`config.mk`:
```
export PLATFORM = sky130hd
export DESIGN_NAME = tccs_sequencer
export DESIGN_NICKNAME = d
export VERILOG_FILES = /design/src/tccs_pkg.sv /design/src/tccs_qdiv.sv /design/src/tccs_sequencer.sv
export SDC_FILE = /design/constraint.sdc
export NUM_CORES = 1
export LEC_CHECK = 0
export BUFFER_PORTS_ARGS = -buffer_cell sky130_fd_sc_hd__buf_2
export CORE_MARGIN = 2
export CORE_UTILIZATION = 25
export DETAILED_ROUTE_END_ITERATION = 16
export PLACE_DENSITY = 0.52
export SLEW_MARGIN = 20
export SYNTH_ARGS = -nofsm -noshare
export SYNTH_HDL_FRONTEND = slang
export SYNTH_SLANG_ARGS = --single-unit
```
`constraint.sdc`:
```
create_clock -name mclk_i -period 4.47 [get_ports mclk_i]
set_clock_uncertainty 0.15 [all_clocks]
set_input_delay 0.447 -clock mclk_i [delete_from_list [all_inputs] [get_ports mclk_i]]
set_output_delay 0.447 -clock mclk_i [all_outputs]
set_load 0.02 [all_outputs]
```
`src/tccs_pkg.sv`:
```
// package of timing constants and modes for the trilinear ccd clock sequencer
package tccs_pkg;
    localparam int unsigned MCLK_HZ           = 200_000_000;              // system clock rate
    localparam int unsigned PIX_FULL          = 2098;                     // pixels per line, full resolution
    localparam int unsigned PIX_SUM           = 1049;                     // pixels per line, two-pixel summing
    localparam int unsigned SHIFT_HZ          = 2_000_000;                // nominal shift clock rate
    localparam int unsigned SHIFT_DIV         = MCLK_HZ / (SHIFT_HZ * 4); // mclk cycles per quarter shift period
    localparam int unsigned XFER_NS           = 1000;                     // length of each transfer step in ns
    localparam int unsigned XFER_CYC          = (XFER_NS * (MCLK_HZ / 1_000_000) + 999) / 1000; // cycles, rounded up
    localparam int unsigned EXP_W             = 16;                       // width of the exposure delay fields
    localparam int unsigned CNT_W             = 12;                       // width of the pixel counter
    localparam logic [CNT_W-1:0] PIX_FULL_C   = CNT_W'(PIX_FULL);         // pixel count, full mode
    localparam logic [CNT_W-1:0] PIX_SUM_C    = CNT_W'(PIX_SUM);          // pixel count, summing mode
    localparam logic [1:0]       QTR_RESET    = 2'h0;                     // reset value of quarter index
    // line sequencer states
    typedef enum logic [2:0] {
        TCCS_IDLE,
        TCCS_HALT,
        TCCS_BOTH_ON,
        TCCS_INNER_OFF,
        TCCS_OUTER_OFF,
        TCCS_READ
    } tccs_state_t;
endpackage

```
`src/tccs_qdiv.sv`:
```
// quarter-period enable divider for the shift clocks
`timescale 1ns/1ps
module tccs_qdiv #(
    parameter int unsigned DIV = 25                 // mclk cycles per quarter period
) (
    input  wire logic mclk_i,                       // system clock
    input  wire logic reset_i,                      // synchronous reset, active high
    input  wire logic run_i,                        // divider runs while high
    output logic      tick_o                        // one-cycle pulse per quarter period
);
    logic [15:0] cnt_q;                             // cycle counter
    logic [15:0] cnt_d;                             // its next value
    logic        tick_d;                            // next tick

    // count down, pulse at wrap
    always_comb begin
        cnt_d  = cnt_q;
        tick_d = 1'b0;
        if (!run_i) begin
            cnt_d = 16'(DIV - 1);
        end else if (cnt_q == 16'h0000) begin
            cnt_d  = 16'(DIV - 1);
            tick_d = 1'b1;
        end else begin
            cnt_d = cnt_q - 16'h0001;
        end
    end

    // register the divider
    always_ff @(posedge mclk_i) begin
        if (reset_i) begin
            cnt_q  <= 16'h0000;
            tick_o <= 1'b0;
        end else begin
            cnt_q  <= cnt_d;
            tick_o <= tick_d;
        end
    end
endmodule

```
`src/tccs_sequencer.sv`:
```
// timing generator that drives the gate clocks of a three-channel linear ccd
`timescale 1ns/1ps
// Notes on behaviour
// - overflow gate high at inner gate off, later low
// - three independent overflow gate drives
// - overflow rise placed at inner gate falling edge
// - overflow fall aligned to shift clock edge
// - summing clock half rate, 75% duty
// - full mode summing clock equals phase two
// - transfer gates at barrier during integration
// - halt with phase one high, two low
// - both on, inner off, outer off
// - resume complementary clocking after outer off
// - reset pulse before every output pixel
module tccs_sequencer
    import tccs_pkg::*;
#(
    parameter int unsigned QDIV   = tccs_pkg::SHIFT_DIV,  // mclk cycles per quarter shift period
    parameter int unsigned XCYC   = tccs_pkg::XFER_CYC    // mclk cycles per transfer step
) (
    input  wire logic                        mclk_i,               // system clock, 200 MHz
    input  wire logic                        reset_i,              // synchronous reset, active high
    input  wire logic                        enable_i,             // run line after line while high
    input  wire logic                        sum_mode_i,           // two-pixel summing when high
    input  wire logic [tccs_pkg::EXP_W-1:0]  red_exp_delay_i,      // shift periods before red overflow falls
    input  wire logic [tccs_pkg::EXP_W-1:0]  green_exp_delay_i,    // shift periods before green overflow falls
    input  wire logic [tccs_pkg::EXP_W-1:0]  blue_exp_delay_i,     // shift periods before blue overflow falls
    output logic                             phase1_o,             // phase one shift clock
    output logic                             phase2_o,             // phase two shift clock
    output logic                             summing_gate_clock_o, // last register gate clock
    output logic                             reset_clock_o,        // floating diffusion reset clock
    output logic                             inner_transfer_gate_o,// inner transfer gate, high is on
    output logic                             outer_transfer_gate_o,// outer transfer gate, high is on
    output logic                             red_overflow_gate_o,  // red overflow gate
    output logic                             green_overflow_gate_o,// green overflow gate
    output logic                             blue_overflow_gate_o, // blue overflow gate
    output logic                             line_start_o,         // pulse as readout of a line begins
    output logic                             pixel_valid_o         // pulse when a pixel sits on the outputs
);
    import tccs_pkg::*;

    tccs_state_t        state_q, state_d;          // line sequencer state
    logic [15:0]        step_q, step_d;            // transfer step timer
    logic [1:0]         qtr_q, qtr_d;              // quarter within a shift period
    logic               odd_q, odd_d;              // second pixel of a summed pair
    logic [CNT_W-1:0]   pix_q, pix_d;              // shift periods done this line
    logic [EXP_W-1:0]   per_q, per_d;              // shift periods since transfer
    logic [2:0]         ovf_q, ovf_d;              // overflow gates, r g b
    logic               p1_q, p1_d, p2_q, p2_d;    // shift phases
    logic               s2_q, s2_d, rst_q, rst_d;  // summing gate and reset clocks
    logic               tg1_q, tg1_d, tg2_q, tg2_d;// transfer gates
    logic               ls_q, ls_d, pv_q, pv_d;    // line start and pixel strobes
    logic               sum_q, sum_d;              // summing mode latched per line
    logic               tick;                      // quarter-period enable
    logic               run;                       // divider runs while reading

    assign run = (state_q == TCCS_READ);

    // quarter period enable pulses
    tccs_qdiv #(.DIV(QDIV)) u_qdiv (
        .mclk_i  (mclk_i),
        .reset_i (reset_i),
        .run_i   (run),
        .tick_o  (tick)
    );

    // overflow fall decision for one channel, only at a shift clock edge
    function automatic logic ovf_next(input logic cur, input logic [EXP_W-1:0] dly,
                                      input logic [EXP_W-1:0] per);
        ovf_next = cur && (per < dly);
    endfunction

    // line sequencer, shift and gate clocks
    always_comb begin
        state_d = state_q;
        step_d  = step_q;
        qtr_d   = qtr_q;
        odd_d   = odd_q;
        pix_d   = pix_q;
        per_d   = per_q;
        ovf_d   = ovf_q;
        p1_d    = p1_q;
        p2_d    = p2_q;
        s2_d    = s2_q;
        rst_d   = rst_q;
        tg1_d   = tg1_q;
        tg2_d   = tg2_q;
        sum_d   = sum_q;
        ls_d    = 1'b0;
        pv_d    = 1'b0;
        case (state_q)
            TCCS_IDLE: begin
                // gates at barrier, registers parked
                tg1_d = 1'b0;
                tg2_d = 1'b0;
                p1_d  = 1'b1;
                p2_d  = 1'b0;
                s2_d  = 1'b0;
                rst_d = 1'b0;
                if (enable_i) begin
                    state_d = TCCS_HALT;
                    step_d  = 16'h0000;
                end
            end
            TCCS_HALT: begin
                // clocking stopped before any transfer gate moves
                p1_d  = 1'b1;
                p2_d  = 1'b0;
                s2_d  = 1'b0;
                rst_d = 1'b0;
                if (step_q == 16'(XCYC - 1)) begin
                    state_d = TCCS_BOTH_ON;
                    step_d  = 16'h0000;
                    tg1_d   = 1'b1;
                    tg2_d   = 1'b1;
                end else begin
                    step_d = step_q + 16'h0001;
                end
            end
            TCCS_BOTH_ON: begin
                // charge moves into the inner storage region
                if (step_q == 16'(XCYC - 1)) begin
                    state_d = TCCS_INNER_OFF;
                    step_d  = 16'h0000;
                    tg1_d   = 1'b0;
                    ovf_d   = 3'h7;
                end else begin
                    step_d = step_q + 16'h0001;
                end
            end
            TCCS_INNER_OFF: begin
                // charge passes the outer gate into phase one; the exposure period count starts at readout
                if (step_q == 16'(XCYC - 1)) begin
                    state_d = TCCS_OUTER_OFF;
                    step_d  = 16'h0000;
                    tg2_d   = 1'b0;
                end else begin
                    step_d = step_q + 16'h0001;
                end
            end
            TCCS_OUTER_OFF: begin
                // settle with registers isolated, then resume readout
                if (step_q == 16'(XCYC - 1)) begin
                    state_d = TCCS_READ;
                    qtr_d   = QTR_RESET;
                    odd_d   = 1'b0;
                    pix_d   = '0;
                    per_d   = '0;
                    sum_d   = sum_mode_i;
                    ls_d    = 1'b1;
                end else begin
                    step_d = step_q + 16'h0001;
                end
            end
            TCCS_READ: begin
                if (tick) begin
                    qtr_d = qtr_q + 2'h1;
                    case (qtr_q)
                        2'h0: begin
                            // reset the floating diffusion before the next pixel
                            rst_d = ~sum_q | ~odd_q;
                        end
                        2'h1: begin
                            rst_d = 1'b0;
                            // phases swap: phase two high
                            p1_d  = 1'b0;
                            p2_d  = 1'b1;
                            s2_d  = 1'b1;
                        end
                        2'h2: begin
                            p1_d  = p1_q;
                        end
                        default: begin
                            // phases swap back, one shift period complete
                            p1_d  = 1'b1;
                            p2_d  = 1'b0;
                            // summing gate stays high across the first of a pair
                            s2_d  = sum_q & ~odd_q;
                            pv_d  = ~sum_q | odd_q;
                            odd_d = ~odd_q;
                            per_d = per_q + EXP_W'(1);
                            ovf_d = {ovf_next(ovf_q[2], red_exp_delay_i, per_d),
                                     ovf_next(ovf_q[1], green_exp_delay_i, per_d),
                                     ovf_next(ovf_q[0], blue_exp_delay_i, per_d)};
                            if (pix_q == (PIX_FULL_C - CNT_W'(1))) begin
                                // line done: next transfer only after the count
                                state_d = enable_i ? TCCS_HALT : TCCS_IDLE;
                                step_d  = 16'h0000;
                                pix_d   = '0;
                            end else begin
                                pix_d = pix_q + CNT_W'(1);
                            end
                        end
                    endcase
                end
            end
            default: begin
                state_d = TCCS_IDLE;
            end
        endcase
    end

    // register the sequencer
    always_ff @(posedge mclk_i) begin
        if (reset_i) begin
            state_q <= TCCS_IDLE;
            step_q  <= 16'h0000;
            qtr_q   <= QTR_RESET;
            odd_q   <= 1'b0;
            pix_q   <= '0;
            per_q   <= '0;
            ovf_q   <= 3'h0;
            p1_q    <= 1'b1;
            p2_q    <= 1'b0;
            s2_q    <= 1'b0;
            rst_q   <= 1'b0;
            tg1_q   <= 1'b0;
            tg2_q   <= 1'b0;
            ls_q    <= 1'b0;
            pv_q    <= 1'b0;
            sum_q   <= 1'b0;
        end else begin
            state_q <= state_d;
            step_q  <= step_d;
            qtr_q   <= qtr_d;
            odd_q   <= odd_d;
            pix_q   <= pix_d;
            per_q   <= per_d;
            ovf_q   <= ovf_d;
            p1_q    <= p1_d;
            p2_q    <= p2_d;
            s2_q    <= s2_d;
            rst_q   <= rst_d;
            tg1_q   <= tg1_d;
            tg2_q   <= tg2_d;
            ls_q    <= ls_d;
            pv_q    <= pv_d;
            sum_q   <= sum_d;
        end
    end

    // outputs straight from flops
    assign phase1_o              = p1_q;
    assign phase2_o              = p2_q;
    assign summing_gate_clock_o  = s2_q;
    assign reset_clock_o         = rst_q;
    assign inner_transfer_gate_o = tg1_q;
    assign outer_transfer_gate_o = tg2_q;
    assign red_overflow_gate_o   = ovf_q[2];
    assign green_overflow_gate_o = ovf_q[1];
    assign blue_overflow_gate_o  = ovf_q[0];
    assign line_start_o          = ls_q;
    assign pixel_valid_o         = pv_q;
endmodule

```
==> results.toml <==
[die]
initial_core_util_pct = 25.2
dieArea_um2 = 21400
fp.dieH_um = 146
io_pins = 63
die_x_um = 146
row_count = 52
coreArea_um2 = 20000

[drt]
first_pass_iters = 4
drtIter0Drc = 327
via_per_inst = 4.76
vias = 4539
routed_wl_um = 12300
wl_per_cell_um = 12.9
route.detailed.drc = 0
ant_nets = 0

[clock_network]
clock_latency_ps = 350
cts_buffer_depth = 2
cts_root_buffer = "clkbuf_16"
ctsHoldBuffers = 0
cts.sinks = 79
htreeDepth = 3
cts_resized = 0
clk_pin_slew_ps = 70
tritoncts = "built"
cts_setup_buffers = 0
cts_inserted_buffers = 9

[sta]
finalCritPeriodShare_pct = 73.9
timing.fmax_mhz = 303
slew_headroom_pct = 29.9
tns_ps = 0
layout_setup_ws_ps = 1170
worst_pin_slew_ps = 1050
setup_viol = 0
hold_viol = 0
min_period_ps = 3300
rsz0062_at_grt = "no"
holdWs_ps = 224
drv_slew = 0

[grt]
grt_max_degree = 33
overflow = 0
grt_usage_pct = 11.7
grt_antenna_before_repair = 0
grt_pass1_wl_um = 20500
grt_pass1_vias = 4269

[power]
seqPwrFrac_pct = 43.5
power.combinational.fraction_pct = 6.3
p_leak_nw = 2.51
pwr_density_cell_nw_per_um2 = 276
p_int_mw = 1.26
power.switching_mw = 0.377
vdd_ir_drop_max_mv = 0.148
p_clk_share_pct = 50.2
switching_share_pct = 23.0

[run]
max_cap_viol_count = 0

[critical_path]
arrival_ps = 3430
required_ps = 4600
crit_type = "flip-flop to flip-flop"
start_kind = "flip-flop"
end_kind = "flip-flop"
crit_fanout = 9

[placement]
dp_hpwl_um = 9230
gp_congestion = 0.773
dp.cells = 937
dp_worst_setup_slack_ps = 1140
port_buffers = 62

[yosys]
async_flop_share_pct = 0
synth_edf_count = 0
yosys.area.top_type = "dfxtp_1"
syn_nets = 737
synthDistinctLibCells = 56
syn_area_per_cell_um2 = 8.01
synth_top_flop_cell = "dfxtp_1"
ys_ff_latch = 79
syn_inst = 631
yosysSeqAreaShare_pct = 31.3
synth.area.top_cells = "dfxtp_1 31%, ha_1 13%, a21oi_1 5.4%, inv_1 4.2%, o21ai_0 3.6%"
yosysWarnings = 0
synth_top_cell_area_share_pct = 31.3
syn_area_um2 = 5060

[min_path]
hold_class = "input port to flip-flop"

[cells_and_area]
diodes = 0
drive_gt1_share_pct = 14.6
utilization_pct = 29.6
fin_nets = 784
fin_cells = 953
area_delta_synth_final_pct = 17.3

[status]
status = "complete, no violations"
-- per-layer routing --
metal,vias to the layer above,share of wire (%),track usage (%)
met5,-,0,0
li1,2367,-,-
met4,0,0.84,3.93
met2,61,48,19.4
met1,2104,49,15.2
met3,7,2.8,2.47
-- path summary, 6_finish.rpt --
path                          start                     end  slack (ps)  cells after the start
max           per_q[0]$_SDFFE_PP0P_   ovf_q[2]$_SDFFE_PP0P_        1170                     10
min                      sum_mode_i      sum_q$_SDFFE_PP0P_         220                      3
max reg2reg   per_q[0]$_SDFFE_PP0P_   ovf_q[2]$_SDFFE_PP0P_        1170                     10
min reg2reg  pix_q[11]$_SDFFE_PP0P_  pix_q[11]$_SDFFE_PP0P_         310                      1
-- Yosys cell counts, types with 14 or more instances --
cell and n:
dfxtp_1 79, inv_1 57, a21oi_1 55, ha_1 54, nor2_1 43, nand2_1 42, o21ai_0 36, nand3_1 31
clkbuf_1 23, or3_1 20, xnor2_1 19, nand4_1 14, nor3_1 14
-- registers in the layout (all words and copies together) (netlist names), 2 cells and up --
name	flops
u_qdiv.cnt_q	16
ovf_q	3
per_q	16
state_q	3
pix_q	12
step_q	16
qtr_q	2
-- through the flow --
step / power [mW] / instance area (µm²)
after floorplan: 0.791 / 5060
after global placement: 0.833 / 5600
after detailed placement: 0.834 / 5600
after CTS: 1.66 / 5930
after global routing: 1.70 / 5930
final: 1.64 / 5930
-- power groups by stage --
stage / registers [mW] / clock network, mW / logic (mW)
6_report: 0.712 / 0.822 / 0.104
5_1_grt: 0.713 / 0.873 / 0.118
4_1_cts: 0.713 / 0.846 / 0.106
3_5_place_dp: 0.729 / 0 / 0.105
3_3_place_gp: 0.728 / 0 / 0.105
2_1_floorplan: 0.728 / 0 / 0.0624
-- cell usage in the layout (no fill, tap or decap), types with 14 or more instances in the layout --
cell type / instances
ha_1: 54
o21ai_0: 36
a21oi_1: 54
nor3_1: 14
buf_2: 62
nand4_1: 14
nor2_1: 43
inv_1: 57
nand2_1: 42
or3_1: 20
nand3_1: 31
xnor2_1: 19
dfxtp_1: 79
-- critical path: stages (launching register included) --
cell       delay (ps)
dfxtp_1           490
nand2_1           140
nor4_1            650
nand3_1           260
xnor2_1           310
ha_1              310
a21oi_1           130
o21ai_0           110
a2111oi_0         420
a21oi_1           120
o22ai_1           150
-- logic make-up (layout without fill, tap and decap cells) --
| group | after synthesis | in the layout | share of synthesized area (%) |
|---|---|---|---|
| fa+ha+maj | 54 | 54 | 13.4 |
| flops | 79 | 79 | 31.3 |
| xor+xnor | 28 | 28 | 4.85 |
| simple gates | 228 | 228 | 24.2 |
| mux | 4 | 4 | 0.792 |
| compound gates | 152 | 152 | 18.6 |
| buf+inv | 86 | 138 | 6.93 |
-- area by class of cell --
cell class,count,area (µm²)
clock inverter,6,91.3
inverter,57,214
fill,2205,14100
clock buffer,10,239
sequential,79,1580
tap,270,338
multi-input combinational,466,3130
timing repair buffer,65,333
Power figures use the tool's default switching activity.
